`src/hw/spp_pkg.sv`:
```
package spp_pkg;

    // Register bus geometry
    localparam int SPP_ADDR_W = 8;
    localparam logic [SPP_ADDR_W-1:0] SPP_ADDR_COMMAND = 8'h00;
    localparam logic [SPP_ADDR_W-1:0] SPP_ADDR_STATUS = 8'h04;

    // Selector field positions
    localparam int SPP_SEL_W = 8;
    localparam int SPP_SEL_MODEM_BIT = 0;
    localparam int SPP_SEL_PORT_BIT = 2;
    localparam int SPP_SEL_DIR_BIT = 7;

    // Named selector values of the five commands
    localparam logic [SPP_SEL_W-1:0] SPP_SEL_PORT_A_ON = 8'h04;
    localparam logic [SPP_SEL_W-1:0] SPP_SEL_PORT_A_ON_NO_MODEM = 8'h05;
    localparam logic [SPP_SEL_W-1:0] SPP_SEL_PORT_B_ON = 8'h00;
    localparam logic [SPP_SEL_W-1:0] SPP_SEL_PORT_A_OFF = 8'h84;
    localparam logic [SPP_SEL_W-1:0] SPP_SEL_PORT_B_OFF = 8'h80;

    // Status register field positions
    localparam int SPP_STAT_SCC_BIT = 0;
    localparam int SPP_STAT_NEG_BIT = 1;
    localparam int SPP_STAT_DRV_BIT = 2;
    localparam int SPP_STAT_MODEM_BIT = 3;
    localparam int SPP_STAT_A_USE_BIT = 4;
    localparam int SPP_STAT_B_USE_BIT = 5;
    localparam int SPP_STAT_PRESENT_BIT = 6;
    localparam int SPP_STAT_ON_A_BIT = 7;

    // In-use vector positions
    localparam int SPP_PORT_B_IDX = 0;
    localparam int SPP_PORT_A_IDX = 1;

    // Power enables for the four loads
    typedef struct packed {
        logic modem;
        logic drivers;
        logic negSupply;
        logic commCtrl;
    } spp_power_type;

    // Decoded command fields
    typedef struct packed {
        logic ignoreModem;
        logic portA;
        logic powerOff;
    } spp_cmd_type;

    // Reset values
    localparam spp_power_type SPP_POWER_RESET = 4'h0;
    localparam logic [1:0] SPP_IN_USE_RESET = 2'h0;
    localparam logic [SPP_SEL_W-1:0] SPP_SEL_RESET = 8'h00;

endpackage : spp_pkg

```
`src/hw/spp_sync.sv`:
```
`timescale 1ns/1ns
module spp_sync #(
    parameter int WIDTH = 2
) (
    // Clock and reset
    input wire logic clk,
    input wire logic reset,
    // Asynchronous levels in, clocked levels out
    input wire logic [WIDTH-1:0] asyncIn,
    output logic [WIDTH-1:0] syncOut
);
    import spp_pkg::*;

    // Refuse an empty synchroniser
    if (WIDTH < 1) begin : g_check
        $error("spp_sync needs WIDTH of at least one");
    end

    // Two flops per bit; first stage feeds only the second
    for (genvar i = 0; i < WIDTH; i++) begin : g_bit
        logic meta_q;
        always_ff @(posedge clk or posedge reset) begin
            if (reset) begin
                meta_q <= 1'b0;
                syncOut[i] <= 1'b0;
            end else begin
                meta_q <= asyncIn[i];
                syncOut[i] <= meta_q;
            end
        end
    end

endmodule : spp_sync

```
`src/hw/spp_cmd_decode.sv`:
```
`timescale 1ns/1ns
module spp_cmd_decode (
    // Raw selector byte
    input wire logic [spp_pkg::SPP_SEL_W-1:0] selector,
    // Decoded fields
    output spp_pkg::spp_cmd_type cmd
);
    import spp_pkg::*;

    // Only bits 0, 2 and 7 matter; the rest are dropped here
    always_comb begin
        cmd.ignoreModem = selector[SPP_SEL_MODEM_BIT];
        cmd.portA = selector[SPP_SEL_PORT_BIT];
        cmd.powerOff = selector[SPP_SEL_DIR_BIT];
    end

endmodule : spp_cmd_decode

```
`src/hw/spp_power_switch.sv`:
```
// Design decisions made here: the register offsets and the strobed register port.
`timescale 1ns/1ns
module spp_power_switch #(
    parameter int DATA_W = 32
) (
    // Clock and reset
    input wire logic clk,
    input wire logic reset,
    // Register port
    input wire logic [spp_pkg::SPP_ADDR_W-1:0] regAddr,
    input wire logic [DATA_W-1:0] regWrData,
    input wire logic regWrite,
    input wire logic regRead,
    output logic [DATA_W-1:0] regRdData,
    // Modem straps from the board
    input wire logic modemPresent,
    input wire logic modemOnPortA,
    // Load enables
    output spp_pkg::spp_power_type powerEn
);
    import spp_pkg::*;

    // The status byte must fit the data bus
    if (DATA_W < SPP_SEL_W) begin : g_check
        $error("spp_power_switch needs DATA_W of at least eight");
    end

    // Synchronised straps
    logic [1:0] strapSync;
    // Modem present, clocked
    logic presentSync;
    // Modem wired to port A, clocked
    logic onPortASync;
    // Command written this cycle
    logic cmdExec;
    // Selector byte from the bus
    logic [SPP_SEL_W-1:0] selNow;
    // Decoded command
    spp_cmd_type cmd;
    // Modem usable by port A
    logic modemForA;
    // Modem usable by port B
    logic modemForB;
    // Load enables and next value
    spp_power_type power_q;
    spp_power_type power_d;
    // Per-port in-use and next value
    logic [1:0] inUse_q;
    logic [1:0] inUse_d;
    // Last selector accepted
    logic [SPP_SEL_W-1:0] lastSel_q;
    // Read data and next value
    logic [DATA_W-1:0] rdData_q;
    logic [DATA_W-1:0] rdData_d;
    // Status byte as seen by software
    logic [SPP_SEL_W-1:0] statusByte;

    // Straps come from pins, so two flops first
    spp_sync #(
        .WIDTH(2)
    ) u_sync (
        .clk(clk),
        .reset(reset),
        .asyncIn({modemOnPortA, modemPresent}),
        .syncOut(strapSync)
    );

    assign presentSync = strapSync[0];
    assign onPortASync = strapSync[1];

    // Decode selector fields
    assign selNow = regWrData[SPP_SEL_W-1:0];

    spp_cmd_decode u_decode (
        .selector(selNow),
        .cmd(cmd)
    );

    // A write to the command word is the only trigger
    assign cmdExec = regWrite && (regAddr == SPP_ADDR_COMMAND);

    // Modem attachment as the two ports see it
    assign modemForA = presentSync && onPortASync;
    assign modemForB = presentSync && !onPortASync;

    // Next load enables
    always_comb begin
        power_d = power_q;
        if (cmdExec) begin
            unique case ({cmd.powerOff, cmd.portA})
                // Port A on
                2'b01: begin
                    power_d.commCtrl = 1'b1;
                    power_d.negSupply = 1'b1;
                    if (!cmd.ignoreModem && modemForA) begin
                        power_d.modem = 1'b1;
                    end else begin
                        power_d.drivers = 1'b1;
                    end
                end
                // Port B on
                2'b00: begin
                    power_d.commCtrl = 1'b1;
                    power_d.negSupply = 1'b1;
                    power_d.drivers = 1'b1;
                end
                // Port A off
                2'b11: begin
                    if (!inUse_q[SPP_PORT_B_IDX]) begin
                        power_d.commCtrl = 1'b0;
                        power_d.negSupply = 1'b0;
                    end
                    if (!cmd.ignoreModem && modemForA && power_q.modem) begin
                        power_d.modem = 1'b0;
                    end else if (!inUse_q[SPP_PORT_B_IDX]) begin
                        power_d.drivers = 1'b0;
                    end
                end
                // Port B off
                2'b10: begin
                    if (!inUse_q[SPP_PORT_A_IDX]) begin
                        power_d.commCtrl = 1'b0;
                        power_d.negSupply = 1'b0;
                    end
                    if (!cmd.ignoreModem && modemForB && power_q.modem) begin
                        power_d.modem = 1'b0;
                    end else if (!inUse_q[SPP_PORT_A_IDX]) begin
                        power_d.drivers = 1'b0;
                    end
                end
            endcase
        end
    end

    // Load enable register
    always_ff @(posedge clk or posedge reset) begin
        if (reset) begin
            power_q <= SPP_POWER_RESET;
        end else begin
            power_q <= power_d;
        end
    end

    // Next in-use flags
    always_comb begin
        inUse_d = inUse_q;
        if (cmdExec) begin
            if (cmd.portA) begin
                inUse_d[SPP_PORT_A_IDX] = !cmd.powerOff;
            end else begin
                inUse_d[SPP_PORT_B_IDX] = !cmd.powerOff;
            end
        end
    end

    // In-use register; only commands touch it
    always_ff @(posedge clk or posedge reset) begin
        if (reset) begin
            inUse_q <= SPP_IN_USE_RESET;
        end else begin
            inUse_q <= inUse_d;
        end
    end

    // Keep the last selector for read-back
    always_ff @(posedge clk or posedge reset) begin
        if (reset) begin
            lastSel_q <= SPP_SEL_RESET;
        end else if (cmdExec) begin
            lastSel_q <= selNow;
        end
    end

    // Status byte layout
    always_comb begin
        statusByte = '0;
        statusByte[SPP_STAT_SCC_BIT] = power_q.commCtrl;
        statusByte[SPP_STAT_NEG_BIT] = power_q.negSupply;
        statusByte[SPP_STAT_DRV_BIT] = power_q.drivers;
        statusByte[SPP_STAT_MODEM_BIT] = power_q.modem;
        statusByte[SPP_STAT_A_USE_BIT] = inUse_q[SPP_PORT_A_IDX];
        statusByte[SPP_STAT_B_USE_BIT] = inUse_q[SPP_PORT_B_IDX];
        statusByte[SPP_STAT_PRESENT_BIT] = presentSync;
        statusByte[SPP_STAT_ON_A_BIT] = onPortASync;
    end

    // Read mux; unmapped and idle cycles give zero
    always_comb begin
        rdData_d = '0;
        if (regRead) begin
            if (regAddr == SPP_ADDR_COMMAND) begin
                rdData_d = DATA_W'(lastSel_q);
            end else if (regAddr == SPP_ADDR_STATUS) begin
                rdData_d = DATA_W'(statusByte);
            end
        end
    end

    // Read data stands only in the cycle after the strobe
    always_ff @(posedge clk or posedge reset) begin
        if (reset) begin
            rdData_q <= '0;
        end else begin
            rdData_q <= rdData_d;
        end
    end

    // Outputs straight from flops
    assign regRdData = rdData_q;
    assign powerEn = power_q;

    // Port A on powers shared loads
    AST_A_ON_SHARED: assert property (@(posedge clk) disable iff (reset)
        cmdExec && selNow == SPP_SEL_PORT_A_ON
        |=> power_q.commCtrl && power_q.negSupply)
        else $error("port A on left shared loads off");

    // Attached modem comes up with port A
    AST_A_ON_MODEM: assert property (@(posedge clk) disable iff (reset)
        cmdExec && selNow == SPP_SEL_PORT_A_ON && modemForA
        |=> power_q.modem && $stable(power_q.drivers))
        else $error("port A on did not power the modem");

    // Without modem, drivers come up
    AST_A_ON_DRIVERS: assert property (@(posedge clk) disable iff (reset)
        cmdExec && selNow == SPP_SEL_PORT_A_ON && !modemForA
        |=> power_q.drivers && $stable(power_q.modem))
        else $error("port A on did not power the drivers");

    // Ignore-modem variant never raises modem
    AST_A_ON_NO_MODEM: assert property (@(posedge clk) disable iff (reset)
        cmdExec && selNow == SPP_SEL_PORT_A_ON_NO_MODEM
        |=> power_q.drivers && power_q.commCtrl && $stable(power_q.modem))
        else $error("ignore-modem command touched the modem");

    // Port B on powers three loads and marks B busy on the same edge
    AST_B_ON: assert property (@(posedge clk) disable iff (reset)
        cmdExec && selNow == SPP_SEL_PORT_B_ON
        |=> power_q.commCtrl && power_q.negSupply && power_q.drivers
            && inUse_q[SPP_PORT_B_IDX])
        else $error("port B on incomplete");

    // Port A off keeps shared loads while B is busy
    AST_A_OFF_SHARED: assert property (@(posedge clk) disable iff (reset)
        cmdExec && selNow == SPP_SEL_PORT_A_OFF
        |=> power_q.commCtrl == ($past(power_q.commCtrl) && $past(inUse_q[SPP_PORT_B_IDX])))
        else $error("port A off mishandled the controller");

    // Port A off drops a powered modem on A
    AST_A_OFF_MODEM: assert property (@(posedge clk) disable iff (reset)
        cmdExec && selNow == SPP_SEL_PORT_A_OFF && modemForA && power_q.modem
        |=> !power_q.modem && $stable(power_q.drivers))
        else $error("port A off kept the modem powered");

    // Port A off drivers follow B usage
    AST_A_OFF_DRIVERS: assert property (@(posedge clk) disable iff (reset)
        cmdExec && selNow == SPP_SEL_PORT_A_OFF && !(modemForA && power_q.modem)
        |=> power_q.drivers == ($past(power_q.drivers) && $past(inUse_q[SPP_PORT_B_IDX])))
        else $error("port A off mishandled the drivers");

    // Port B off keeps shared loads while A is busy
    AST_B_OFF_SHARED: assert property (@(posedge clk) disable iff (reset)
        cmdExec && selNow == SPP_SEL_PORT_B_OFF
        |=> power_q.negSupply == ($past(power_q.negSupply) && $past(inUse_q[SPP_PORT_A_IDX])))
        else $error("port B off mishandled the negative supply");

    // Port B off drops a powered modem on B
    AST_B_OFF_MODEM: assert property (@(posedge clk) disable iff (reset)
        cmdExec && selNow == SPP_SEL_PORT_B_OFF && modemForB && power_q.modem
        |=> !power_q.modem)
        else $error("port B off kept the modem powered");

    // Port B off drivers follow A usage
    AST_B_OFF_DRIVERS: assert property (@(posedge clk) disable iff (reset)
        cmdExec && selNow == SPP_SEL_PORT_B_OFF && !(modemForB && power_q.modem)
        |=> power_q.drivers == ($past(power_q.drivers) && $past(inUse_q[SPP_PORT_A_IDX])))
        else $error("port B off mishandled the drivers");

    // In-use for A follows the A commands
    AST_IN_USE_A: assert property (@(posedge clk) disable iff (reset)
        cmdExec && cmd.portA
        |=> inUse_q[SPP_PORT_A_IDX] == !$past(cmd.powerOff)
            && $stable(inUse_q[SPP_PORT_B_IDX]))
        else $error("port A in-use flag wrong");

    // In-use for B follows the B commands
    AST_IN_USE_B: assert property (@(posedge clk) disable iff (reset)
        cmdExec && !cmd.portA
        |=> inUse_q[SPP_PORT_B_IDX] == !$past(cmd.powerOff)
            && $stable(inUse_q[SPP_PORT_A_IDX]))
        else $error("port B in-use flag wrong");

    // Off with the ignore bit leaves the modem alone
    AST_OFF_IGNORE: assert property (@(posedge clk) disable iff (reset)
        cmdExec && cmd.powerOff && cmd.ignoreModem
        |=> $stable(power_q.modem))
        else $error("ignore bit did not protect the modem");

    // Port B on never raises the modem, only drivers
    AST_B_ON_MODEM: assert property (@(posedge clk) disable iff (reset)
        cmdExec && !cmd.powerOff && !cmd.portA
        |=> $stable(power_q.modem))
        else $error("port B on touched the modem");

    // Off commands never switch a load on
    AST_OFF_NO_RAISE: assert property (@(posedge clk) disable iff (reset)
        cmdExec && cmd.powerOff
        |=> (4'(power_q) & ~4'($past(power_q))) == 4'h0)
        else $error("off command raised a load");

    // On commands never switch a load off
    AST_ON_NO_DROP: assert property (@(posedge clk) disable iff (reset)
        cmdExec && !cmd.powerOff
        |=> (4'($past(power_q)) & ~4'(power_q)) == 4'h0)
        else $error("on command dropped a load");

    // Nothing moves without a command
    AST_HOLD: assert property (@(posedge clk) disable iff (reset)
        !cmdExec |=> $stable(power_q) && $stable(inUse_q))
        else $error("enables changed without a command");

    // Read data only after a strobe
    AST_READ_SLOT: assert property (@(posedge clk) disable iff (reset)
        !regRead |=> rdData_q == '0)
        else $error("read data outside its slot");

endmodule : spp_power_switch

```
`config.mk`:
```
export PLATFORM = sky130hd
export DESIGN_NAME = spp_power_switch
export DESIGN_NICKNAME = d
export VERILOG_FILES = /design/src/hw/spp_pkg.sv /design/src/hw/spp_sync.sv /design/src/hw/spp_cmd_decode.sv /design/src/hw/spp_power_switch.sv
export SDC_FILE = /design/constraint.sdc
export NUM_CORES = 1
export LEC_CHECK = 0
export ABC_CLOCK_PERIOD_IN_PS = 1800
export BUFFER_PORTS_ARGS = -buffer_cell sky130_fd_sc_hd__clkbuf_2
export CELL_PAD_IN_SITES_DETAIL_PLACEMENT = 1
export CELL_PAD_IN_SITES_GLOBAL_PLACEMENT = 1
export CORE_ASPECT_RATIO = 0.9
export CORE_MARGIN = 2
export CORE_UTILIZATION = 29
export DETAILED_ROUTE_END_ITERATION = 7
export PLACE_DENSITY = 0.86
export SLEW_MARGIN = 30
export SYNTH_ARGS = -nofsm -noshare
export SYNTH_HDL_FRONTEND = slang
export SYNTH_SLANG_ARGS = --single-unit
```
`constraint.sdc`:
```
create_clock -name clk -period 1.8 [get_ports clk]
set_input_delay 0.27 -clock clk [delete_from_list [all_inputs] [get_ports clk]]
set_output_delay 0.27 -clock clk [all_outputs]
set_load 0.02 [all_outputs]
```
---- Word-level counts from Yosys, hierarchy flattened ----
Index checks and enable logic that the tools add are counted.
cells by class
  $add $sub $neg .......................... 0
  multiply operators ...................... 0
  divide/modulo/power cells ............... 0
  $lt $le $gt $ge ......................... 0
  equality and inequality tests ........... 12
  shift-type cells ........................ 0
  muxes and demuxes ....................... 15
  bitwise operators ....................... 1
  reductions and logical operators ........ 18
operators with widths
  operator                                       number
  two-way mux 8 bit                              3
  inequality test 2 bit, second input constant   8
  one-hot mux 3 bit (4 select lines)             1
  == test 8 x 3 -> 1 bit, second input constant  1
  logical NOT 8 bit                              1
  two-way mux 1 bit                              8
  logical AND 1 bit                              7
  AND reduction 6 bit                            1
  AND reduction 5 bit                            1
  == test 2 bit, second input constant           2
  two-way mux 2 bit                              2
  AND reduction 2 bit                            2
  logical NOT 1 bit                              3
  one-hot mux 1 bit (3 select lines)             1
  AND reduction 3 bit                            1
  nonzero test 3 bit                             1
  == test 2 x 1 -> 1 bit, second input constant  1
  logical NOT 2 bit                              1
  NOT 1 bit                                      1
word-level totals
  register bits after elaboration ......... 50
  bits in latches ......................... 0
  bits in writable memories ............... 0
  ROM bits ................................ 0
  bits of input ports ..................... 46
  output and inout port bits .............. 36
  word-level logic and storage cells ...... 58
  memories kept ........................... 0

---- Logic depth before layout (Yosys ltp) ----
Gate-level depths: netlist of run 1.
  depth after elaboration ................. 6
  gate-level depth with buffers ........... 5
  mapped depth without buffers ............ 4

---- Modules after synthesis ----
A second synthesis of run 1 with hierarchy kept.
unflattened totals
  cells, all modules ...................... 107
  area, all modules ....................... 1283.7 µm²
by module, submodules not included
  module            times used  cells an instance  area an instance (µm²)  seq. area each (µm²)
  spp_power_switch  1           99                 1157.4                  525.5
  spp_sync          1           5                  103.8                   100.1
  spp_cmd_decode    1           3                  22.5                    0.0

---- Least setup slack after synthesis of run 1 ----
Ideal clock, no wire load.
  path kind ............................... in2reg
  from .................................... in regAddr[5] (netlist bit)
  to ...................................... reg power_q (netlist bit powerEn[3])
  setup time .............................. 87 ps
  arrival time ............................ 1393 ps
  data required time ...................... 1713 ps
  slack ................................... 320 ps
  stages .................................. 4
  buffers on the path ..................... 0
  cell sequence ........................... nor4_4 > nand4b_4 > or4_1 > o211ai_1
between the ends
  cells in the longest elaborated chain, start to end .. 3
ends and longest elaborated chain
  item                                  RTL line                 text
  from (decl)                           spp_power_switch.sv:10   input wire logic [spp_pkg::SPP_ADDR_W-1:0] regAddr,
  logical NOT 8 bit                     spp_power_switch.sv:80   assign cmdExec = regWrite && (regAddr == SPP_ADDR_COMMAND);
  logical AND 1 bit                     spp_power_switch.sv:80
  AND reduction 5 bit (no source line)  n/a
  to (signal assigned)                  spp_power_switch.sv:140  power_q <= power_d;
  to (decl)                             spp_power_switch.sv:45   spp_power_type power_q;
Every way passes these cells.
A chain may end at the register's enable or synchronous reset.

---- Worst setup path after layout of run 1 ----
  from .................................... reg u_sync.syncOut[1]
  to ...................................... reg power_q (netlist bit powerEn[2])
between the ends
  cells in the longest elaborated chain, start to end .. 6
  elaborated cells between the ends (all ways) .. 11
  those cells by class .................... eq/ne: 3; reduce/logical: 8
ends and longest elaborated chain
  item                                      RTL line                 text
  from (decl)                               spp_sync.sv:10           output logic [WIDTH-1:0] syncOut
  from (signal, indexed assignment)         spp_sync.sv:28           syncOut[i] <= meta_q;
  logical NOT 1 bit                         spp_power_switch.sv:84   assign modemForB = presentSync && !onPortASync;
  logical AND 1 bit                         spp_power_switch.sv:84
  logical AND 1 bit (2 in a row)            spp_power_switch.sv:125  if (!cmd.ignoreModem && modemForB && power_q.modem) begin
  inequality test 2 bit (no source line)    n/a
  AND reduction 6 bit (no source line) (*)  n/a
Every way passes the cells marked *; elsewhere a longest branch is shown, timed or not.

==> out/metrics.csv, run 1 <==
metric;value;unit
p_per_area;744;nW/um2
multi_input_area;479;um2
port_buffers;33;
rsz0062_at_grt;no;
cts_root_buf;clkbuf_8;
finalSetupViolations;0;
hold_violations;0;
slew_viol_final;0;
post-place-cells;189;
die_area;4780;um2
tns;0;ns
cp_data_required_time;1.97;ns
leakagePower;0.777;nW
synth.distinct_cells;25;
critPathSlowestCell;or4bb_1;
maxCapViolations;0;
timing.fmax;671;MHz
ys_seq_area_share;50.9;%
synthArstFlopShare;100;%
postSynthAreaPerCell;11.3;um2
worstPathArrival;1.67;ns
ir_worst_vdd;306;uV
synth_edf_count;0;
holdBufCountCts;0;
grt_pass1_wl;3930;um
via_per_inst;4.38;
cts_post_setup_buffers_inserted;0;
fillers;488;
fin_cells;193;
min_path_type;input pin to asynchronous set/reset pin;
cp_max_fo;7;
finClkSkew;0.00459;ns
start_util;30.2;%
drtIter0Drc;16;
gp_congestion;0.730;
fin_crit_sh;82.8;%
cp_top_family;simple AND/OR/NAND/NOR gates;
area_growth_syn_to_layout;15.3;%
core;4070;um2
io_pins;82;
cts_buffer_depth;2;
antennaDiodeCount;0;
nets;192;
synth_common_cells;25 x buf_4, 25 x dfrtp_1, 7 x mux2_2, 7 x nor2_1;
drt-wirelength-per-cell;12.1;um
die_h;65.8;um
yosysWarningCount;0;
ys.flop_type;dfrtp_1;
slowest_delay;0.51;ns
num_vias;845;
cts_tree;yes;
clock_sinks;25;
grt_pass1_vias;887;
worstPathCellList;or4bb_1 > a31oi_1 > o31ai_1 > o31ai_1;
syn_area;1230;um2
clk-insertion-delay-late;0.27;ns
cts_max_level;1;
routed_wl;2340;um
ant_nets;0;
numCtsBuffers;3;
synth_area_leaders;dfrtp_1 51%, buf_4 15%, mux2_2 6.4%;
drc;0;
std_cell_rows;22;
synth.ff_latch_count;25;
drive_above_1_share;35.9;%
path_class;register to register;
yosys.area.top_type;dfrtp_1;
utilization;34.8;%
syn_inst;109;
crit_top_cell;o31ai_1;
grtUsageTotal;10.7;%
start_kind;register;
die_w;72.6;um
first_pass_iters;3;
ctsResizeCount;0;
antenna_found_initial;0;
crit_buf_inv;0;
worst_setup_path_end_kind;register;
clk_pin_slew;0.09;ns
outcome;finished clean;
grt.overflow.total;0;
period_needed;1.49;ns
dp.final_hpwl;1870;um
seqCellArea;626;um2
yosysTopAreaCellShare;50.9;%
grt_max_degree;26;
-- registers in the layout, summed over array words and instances (netlist names) --
register,cells
lastSel_q,8
powerEn,3
u_sync.syncOut,2
u_sync.g_bit.meta_q,2
inUse_q,2
regRdData,8
-- final timing paths --
kind / startpoint / end / slack (ns) / cells past startpoint
setup reg to reg: u_sync.syncOut[1]$_DFF_PP0_ / powerEn[2]$_DFFE_PP0P_ / 0.31 / 4
setup / recovery: u_sync.syncOut[1]$_DFF_PP0_ / powerEn[2]$_DFFE_PP0P_ / 0.31 / 4
min in group clk: modemPresent / u_sync.g_bit[0].meta_q$_DFF_PP0_ / 0.10 / 1
max in group asynchronous: reset / inUse_q[1]$_DFFE_PP0P_ / 1.53 / 3
hold reg to reg: u_sync.g_bit[0].meta_q$_DFF_PP0_ / u_sync.syncOut[0]$_DFF_PP0_ / 0.36 / 0
hold / removal: reset / regRdData[3]$_DFF_PP0_ / 0.02 / 3
-- final cells by class --
class	instances	area share (%)
Clock inverter	1	0.353
Clock buffer	3	2.91
Timing Repair Buffer	37	13.8
Sequential cell	25	44.1
Multi-Input combinational cell	76	33.8
Tap cell	48	4.24
Inverter	3	0.794
-- layout by cell type (no fill, tap or decap), types with 2 or more instances in the layout --
cell type / count
o21ai_0: 6
buf_4: 4
nand2_1: 6
nand3_1: 2
mux2i_1: 6
clkbuf_2: 33
nand2b_1: 3
conb_1: 24
mux2_2: 7
a21oi_1: 2
dfrtp_1: 25
nor2_1: 7
o31ai_1: 3
clkbuf_8: 3
inv_1: 3
-- kinds of logic after synthesis --
family | after synthesis | share of synthesized area (%)
other cells | 1 | 0.305
compound gates | 14 | 6.92
flops | 25 | 50.9
buf+inv | 31 | 17.2
simple gates | 25 | 13.4
mux | 13 | 11.3
-- worst register-to-register path: cells and delay by family, from the launching register on --
kind | cells | cell delay (ns)
AO/OA/AOI/OAI | 3 | 0.44
flip-flops | 1 | 0.45
AND/OR/NAND/NOR | 1 | 0.51
-- per-stage QoR --
stage	total power (W)	hold slack, ns	setup slack, ns	cell area, um2
CTS	0.00107	0.0345	0.317	1420
detailed placement	0.000736	0.332	0.150	1370
global placement	0.000731	0.318	0.197	1370
finish	0.00105	0.0185	0.309	1420
floorplan	0.000730	0.297	0.320	1320
global route	0.00111	0.0514	0.204	1420
-- power breakdown --
part	total, W	internal (W)	switching (W)
sequential	0.000588	0.000578	0.0000107
clock	0.000331	0.000155	0.000177
combinational	0.000135	0.0000419	0.0000932
-- metal layers --
layer | track usage [%] | wire length (um) | up-vias
li1 | - | - | 393
met1 | 12.4 | 971 | 412
met2 | 18.8 | 1160 | 38
met3 | 3.96 | 200 | 2
met4 | 2.08 | 14 | 0
met5 | 0 | 0 | -
No activity file was read; power rests on OpenSTA's default activity.
==> inputs of run 2 (changes only) <==
--- a/config.mk
+++ b/config.mk
@@ -5,7 +5,8 @@
 export SDC_FILE = /design/constraint.sdc
 export NUM_CORES = 1
 export LEC_CHECK = 0
-export ABC_CLOCK_PERIOD_IN_PS = 1800
+export ABC_AREA = 1
+export ABC_CLOCK_PERIOD_IN_PS = 1400
 export BUFFER_PORTS_ARGS = -buffer_cell sky130_fd_sc_hd__clkbuf_2
 export CELL_PAD_IN_SITES_DETAIL_PLACEMENT = 1
 export CELL_PAD_IN_SITES_GLOBAL_PLACEMENT = 1
==> constraint.sdc (replaced) <==
create_clock -name clk -period 1.4 [get_ports clk]
set_input_delay 0.21 -clock clk [delete_from_list [all_inputs] [get_ports clk]]
set_output_delay 0.21 -clock clk [all_outputs]
set_load 0.02 [all_outputs]
==> run 2 against run 1 <==
Net effect: sequential power up 29%; first-iteration DRC count rose to 2.5 times the previous value; utilization down 0.27 points; critical path depth up 3; cell count up 28%; wire length up 22%; critical path type unchanged; critical endpoint is now powerEn[3]$_DFFE_PP0P_.
==> out/metrics.csv, run 2 <==
metric;value;unit;change
yosysWarningCount;0;;unchanged
timing.fmax;887;MHz;+32%
postSynthAreaPerCell;8.87;um2;-21%
met1_length;1160;um;+19%
r2r-start;powerEn[3]$_DFFE_PP0P_;;
drtIter0Drc;40;;+24
holdBufCountCts;1;;+1
clk_pin_slew;0.08;ns;about the same
ctsResizeCount;0;;unchanged
min_path_type;input pin to register;;
first_pass_iters;4;;+1
num_vias;999;;+18%
syn_area;1310;um2;+6.7%
worstPathArrival;1.28;ns;-0.39 ns
clock_sinks;25;;unchanged
outcome;finished clean;;
synth_area_leaders;dfrtp_1 48%, buf_4 14%, nand2_1 11%;;
die_h;67.8;um;+3.1%
grt_pass1_wl;4630;um;+18%
ant_nets;0;;unchanged
antennaDiodeCount;0;;unchanged
area_growth_syn_to_layout;15.8;%;
routed.top_layer;met4;;
die_w;74.9;um;+3.1%
final_common_cell;nand2_1;;
routed_wl;2860;um;+22%
worst-r2r-cell-count;7;;+3
cp_data_required_time;1.56;ns;-0.41 ns
gp_congestion;0.768;;+5.2%
holdPathStages;1;;
synth_edf_count;0;;unchanged
r2r_setup_slack;0.27;ns;-0.04 ns
period_needed;1.13;ns;-0.363 ns
fin_crit_sh;80.5;%;-2.3 points
yosysTopAreaCellShare;47.7;%;-3.2 points
ir_worst_vdd;474;uV;+55%
drc;0;;unchanged
port_buffers;33;;unchanged
dp.final_hpwl;2290;um;+23%
core;4400;um2;+8.1%
syn_inst;148;;+36%
multi_input_area;533;um2;+11%
antenna_found_initial;0;;unchanged
ys.flop_type;dfrtp_1;;
drt-wirelength-per-cell;11.5;um;-5.1%
numCtsBuffers;3;;unchanged
yosys.area.top_type;dfrtp_1;;
die_area;5080;um2;+6.3%
slew_viol_final;0;;unchanged
via_per_inst;4.03;;-8.0%
tns;0;ns;unchanged
r2r_end;powerEn[3]$_DFFE_PP0P_;;
routed-wl-met3;195;um;-2.5%
synth.distinct_cells;21;;-16%
synthArstFlopShare;100;%;unchanged
path_class;register to register;;
cts_max_level;1;;unchanged
cts_buffer_depth;2;;unchanged
grt_max_degree;26;;unchanged
wl_met2;1480;um;+28%
layout_common_cells;40 x nand2_1, 33 x clkbuf_2, 25 x dfrtp_1, 24 x conb_1;;
hold_violations;0;;unchanged
cts_post_setup_buffers_inserted;0;;unchanged
start_kind;register;;
worst_setup_path_end_kind;register;;
fillers;563;;+15%
grt_pass1_vias;1058;;+19%
std_cell_rows;23;;+4.5%
cp_max_fo;4;;-3
finClkSkew;0.00104;ns;-0.00355 ns
cts_tree;yes;;
drive_above_1_share;30.1;%;-5.8 points
clk-insertion-delay-late;0.27;ns;about the same
leakagePower;0.852;nW;+9.7%
endpoint;powerEn[3]$_DFFE_PP0P_;;
io_pins;82;;unchanged
cts_root_buf;clkbuf_8;;
ys_seq_area_share;47.7;%;-3.2 points
synth.most_common_cell;nand2_1;;
cp-startpoint;powerEn[3]$_DFFE_PP0P_;;
fin_worst_hold_slack;0.0422;ns;+0.0237 ns
p_per_area;898;nW/um2;+21%
synth_common_cells;40 x nand2_1, 25 x buf_4, 25 x dfrtp_1, 9 x inv_1, 9 x nand3_1;;
nets;233;;+21%
finalSetupViolations;0;;unchanged
grtUsageTotal;12.0;%;+1.4 points
seqCellArea;626;um2;unchanged
rsz0062_at_grt;no;;
maxCapViolations;0;;unchanged
synth.ff_latch_count;25;;unchanged
start_util;29.8;%;-0.38 points
grt.overflow.total;0;;unchanged
==> run 2: cell count changes in the layout (fill, tap and decap cells not counted), sizes merged, moves of 3 or more <==
cell    previous run  this run
nor2               7        14
inv                3        11
mux2i              6         0
a21oi              2         6
mux2               7         0
nand3              2         9
nand2              6        45
o31ai              3         0
nand2b             3         0
==> run 2: critical path: stages (launching register included) <==
cell and delay [ns]:
dfrtp_1 0.40, inv_1 0.07, nor2_1 0.09, nand3b_1 0.10, nand2_1 0.15, nand2_2 0.08, nand2_1 0.07, o21ai_1 0.05
==> run 2: area by class of cell <==
class / count / area share, %
Sequential cell: 25 / 41.2
Multi-Input combinational cell: 109 / 35.1
Timing Repair Buffer: 37 / 13.0
Tap cell: 62 / 5.10
Clock buffer: 4 / 2.96
Inverter: 11 / 2.72
==> run 2: cells by family after synthesis <==
logic type	count (synthesis)	synth area share, %
compound gates	14	6.39
simple gates	71	27.4
buf+inv	37	18.3
other cells	1	0.286
flops	25	47.7
==> run 2: per-stage QoR <==
step                setup slack [ns]  area [um2]  util (%)  total power [W]  std cells
finish                         0.272        1520      34.5          0.00137        248
global placement               0.130        1470      33.3         0.000945        243
CTS                            0.278        1520      34.5          0.00138        248
floorplan                      0.314        1400         -         0.000939        171
detailed placement            0.0939        1470      33.3         0.000951        243
global route                   0.144        1520      34.5          0.00142        248
==> run 2: routing by layer <==
metal  up-vias  track usage (%)
li1        485                -
met1       477             13.5
met2        35             22.3
met3         2             3.98
met4         0             2.46
met5         -                0
==> run 2: worst min path at each step <==
stage | startpoint | endpoint | slack, ns
floorplan | reset | inUse_q[0]$_DFFE_PP0P_ | 0.24
global placement | reset | powerEn[1]$_DFFE_PP0P_ | 0.26
detailed placement | reset | powerEn[1]$_DFFE_PP0P_ | 0.27
CTS | modemPresent | u_sync.g_bit[0].meta_q$_DFF_PP0_ | 0.04
global route | modemPresent | u_sync.g_bit[0].meta_q$_DFF_PP0_ | 0.04
finish | modemPresent | u_sync.g_bit[0].meta_q$_DFF_PP0_ | 0.04
==> run 2: report_power, final <==
group	internal [W]	switching [W]
combinational	0.0000473	0.000132
clock	0.000204	0.000224
sequential	0.000744	0.0000152
==> inputs of run 3 (changes only) <==
--- a/config.mk
+++ b/config.mk
@@ -6,7 +6,7 @@
 export NUM_CORES = 1
 export LEC_CHECK = 0
 export ABC_AREA = 1
-export ABC_CLOCK_PERIOD_IN_PS = 1400
+export ABC_CLOCK_PERIOD_IN_PS = 1200
 export BUFFER_PORTS_ARGS = -buffer_cell sky130_fd_sc_hd__clkbuf_2
 export CELL_PAD_IN_SITES_DETAIL_PLACEMENT = 1
 export CELL_PAD_IN_SITES_GLOBAL_PLACEMENT = 1
==> constraint.sdc (replaced) <==
create_clock -name clk -period 1.2 [get_ports clk]
set_input_delay 0.18 -clock clk [delete_from_list [all_inputs] [get_ports clk]]
set_output_delay 0.18 -clock clk [all_outputs]
set_load 0.02 [all_outputs]
==> run 3 against run 2 <==
Net effect: sequential share of layout area decreased by 1.6 points; via count increased by 1.6%; wire length increased by 3.1%; final area increased by 4.2%; clock power increased by 24%; combinational power increased by 20%; register-to-register slack got worse by 0.14 ns; die area unchanged; largest cell class unchanged.
==> out/metrics.csv, run 3 (synthesis gave the netlist of run 2 again) <==
metric;value;unit;change
outcome;finished clean;;
port_buffers;33;;unchanged
path_class;register to output pin;;
r2r_end;powerEn[3]$_DFFE_PP0P_;;
seqPwrFrac;54.4;%;-1.2 points
tns;0;ns;unchanged
routed_wl;2950;um;+3.1%
finalSetupViolations;0;;unchanged
p_comb_share;13.2;%;about the same
fin_crit_sh;98.2;%;
area_growth_syn_to_layout;20.7;%;
cts_max_level;1;;unchanged
worst-r2r-cell-count;7;;unchanged
cts_tree;yes;;
period_needed;1.18;ns;
grt_use_met2;21.9;%;-0.33 points
drtIter0Drc;67;;+68%
met1_usage;14.1;%;+0.60 points
pre_cts_ws;-0.0140;ns;-0.108 ns
cts_root_buf;clkbuf_8;;
die_area;5080;um2;unchanged
p_int;0.00116;W;+17%
grt_max_degree;26;;unchanged
cp_max_fo;4;;unchanged
holdPathStages;1;;unchanged
hold_start;modemOnPortA;;
std_cell_rows;23;;unchanged
worstPathArrival;1.00;ns;-0.28 ns
gp_congestion;0.779;;+1.4%
clk-insertion-delay-late;0.27;ns;about the same
ant_nets;0;;unchanged
power.switching;0.000465;W;+25%
cts_buffer_depth;2;;unchanged
drt-wirelength-per-cell;11.7;um;+1.4%
maxCapViolations;0;;unchanged
first_pass_iters;4;;unchanged
seqCellArea;627;um2;+0.20%
clk_pin_slew;0.09;ns;about the same
finClkSkew;0.00595;ns;+0.00490 ns
antenna_found_initial;0;;unchanged
swShare;28.6;%;+1.4 points
pwr-share-clk;32.4;%;+1.1 points
nets;237;;+1.7%
die_w;74.9;um;unchanged
via_per_inst;4.03;;about the same
core;4400;um2;unchanged
min_path_type;input pin to register;;
drc;0;;unchanged
leakagePower;0.876;nW;+2.7%
r2r-start;u_sync.syncOut[1]$_DFF_PP0_;;
multi_input_area;541;um2;+1.4%
hold_violations;0;;unchanged
grt_use_met3;3.68;%;-0.29 points
fillers;560;;-0.53%
ir_worst_vdd;390;uV;-18%
final_common_cell;nand2_1;;
cp_data_required_time;1.02;ns;-0.54 ns
num_vias;1015;;+1.6%
worst_setup_path_end_kind;output pin;;
dp.final_hpwl;2330;um;+1.8%
cp-startpoint;powerEn[3]$_DFFE_PP0P_;;
timing.fmax;849;MHz;
worst_slack;0.0220;ns;-0.250 ns
post-place-cells;245;;+0.82%
grtUsageTotal;12.3;%;+0.21 points
grt_pass1_vias;1029;;-2.7%
clock_sinks;25;;unchanged
start_util;29.8;%;unchanged
grt.overflow.total;0;;unchanged
start_kind;register;;
r2r_setup_slack;0.13;ns;-0.14 ns
numCtsBuffers;3;;unchanged
layout_common_cells;38 x nand2_1, 32 x clkbuf_2, 24 x conb_1, 24 x dfrtp_1, 9 x nand3_1;;
p_per_area;1030;nW/um2;+14%
grt_pass1_wl;4640;um;+0.30%
drive_above_1_share;34.2;%;+4.1 points
io_pins;82;;unchanged
antennaDiodeCount;0;;unchanged
endpoint;powerEn[3];;
fin_cells;252;;+1.6%
die_h;67.8;um;unchanged
gr-max-usage-layer;met2;;
slew_viol_final;0;;unchanged
## run 3: cell types whose count changed in the layout (fill, tap and decap cells not counted), sizes merged
| cell | change |
|---|---|
| buf | +4 |
| clkbuf | -2 |
| clkinvlp | +1 |
| dlygate4sd3 | +1 |
## run 3: what timing repair did
action | CTS | global route
hold buffers | 2 | 0
hold endpoints to repair | 26 | 0
buffers inserted | 0 | 1
setup endpoints to repair | 0 | 2
resized for setup | 0 | 8
## run 3: cell type report
class / count / area share (%)
multi-input combinational: 109 / 34.1
clock buffer: 3 / 2.61
timing repair buffer: 41 / 15.7
clock inverter: 1 / 0.474
tap: 62 / 4.90
inverter: 11 / 2.61
sequential: 25 / 39.6
## run 3: per-layer routing
metal	part of all wire (%)	vias to the layer above
li1	-	494
met1	41	488
met2	52	31
met3	5.9	2
met4	0.27	0
met5	0	-
## run 3: per-stage QoR
stage | cell area (um2) | hold slack, ns | power (W) | util (%)
after floorplan | 1400 | 0.207 | 0.00110 | -
after global placement | 1490 | 0.226 | 0.00110 | 33.9
after detailed placement | 1490 | 0.245 | 0.00111 | 33.9
after CTS | 1560 | 0.00842 | 0.00165 | 35.5
after global routing | 1580 | 0.0112 | 0.00171 | 36.0
final | 1580 | 0.0114 | 0.00163 | 36.0
## run 3: worst max-delay path, cell delays in order, from the launching register on
cell	delay, ns
dfrtp_2	0.45
buf_6	0.13
buf_4	0.15
## run 3: power by group through the flow
stage                     Combinational [W]  Sequential (W)  Clock [W]
after floorplan                    0.000193        0.000902          0
after global placement             0.000203        0.000900          0
after detailed placement           0.000210        0.000901          0
after CTS                          0.000215        0.000885   0.000547
after global routing               0.000238        0.000889   0.000584
final                              0.000215        0.000885   0.000528
## run 3: worst min-delay path by stage
| stage | to |
|---|---|
| after floorplan | inUse_q[0]$_DFFE_PP0P_ |
| after CTS | u_sync.g_bit[1].meta_q$_DFF_PP0_ |
| after global placement | powerEn[1]$_DFFE_PP0P_ |
| after global routing | u_sync.g_bit[1].meta_q$_DFF_PP0_ |
| final | u_sync.g_bit[1].meta_q$_DFF_PP0_ |
| after detailed placement | regRdData[7]$_DFF_PP0_ |
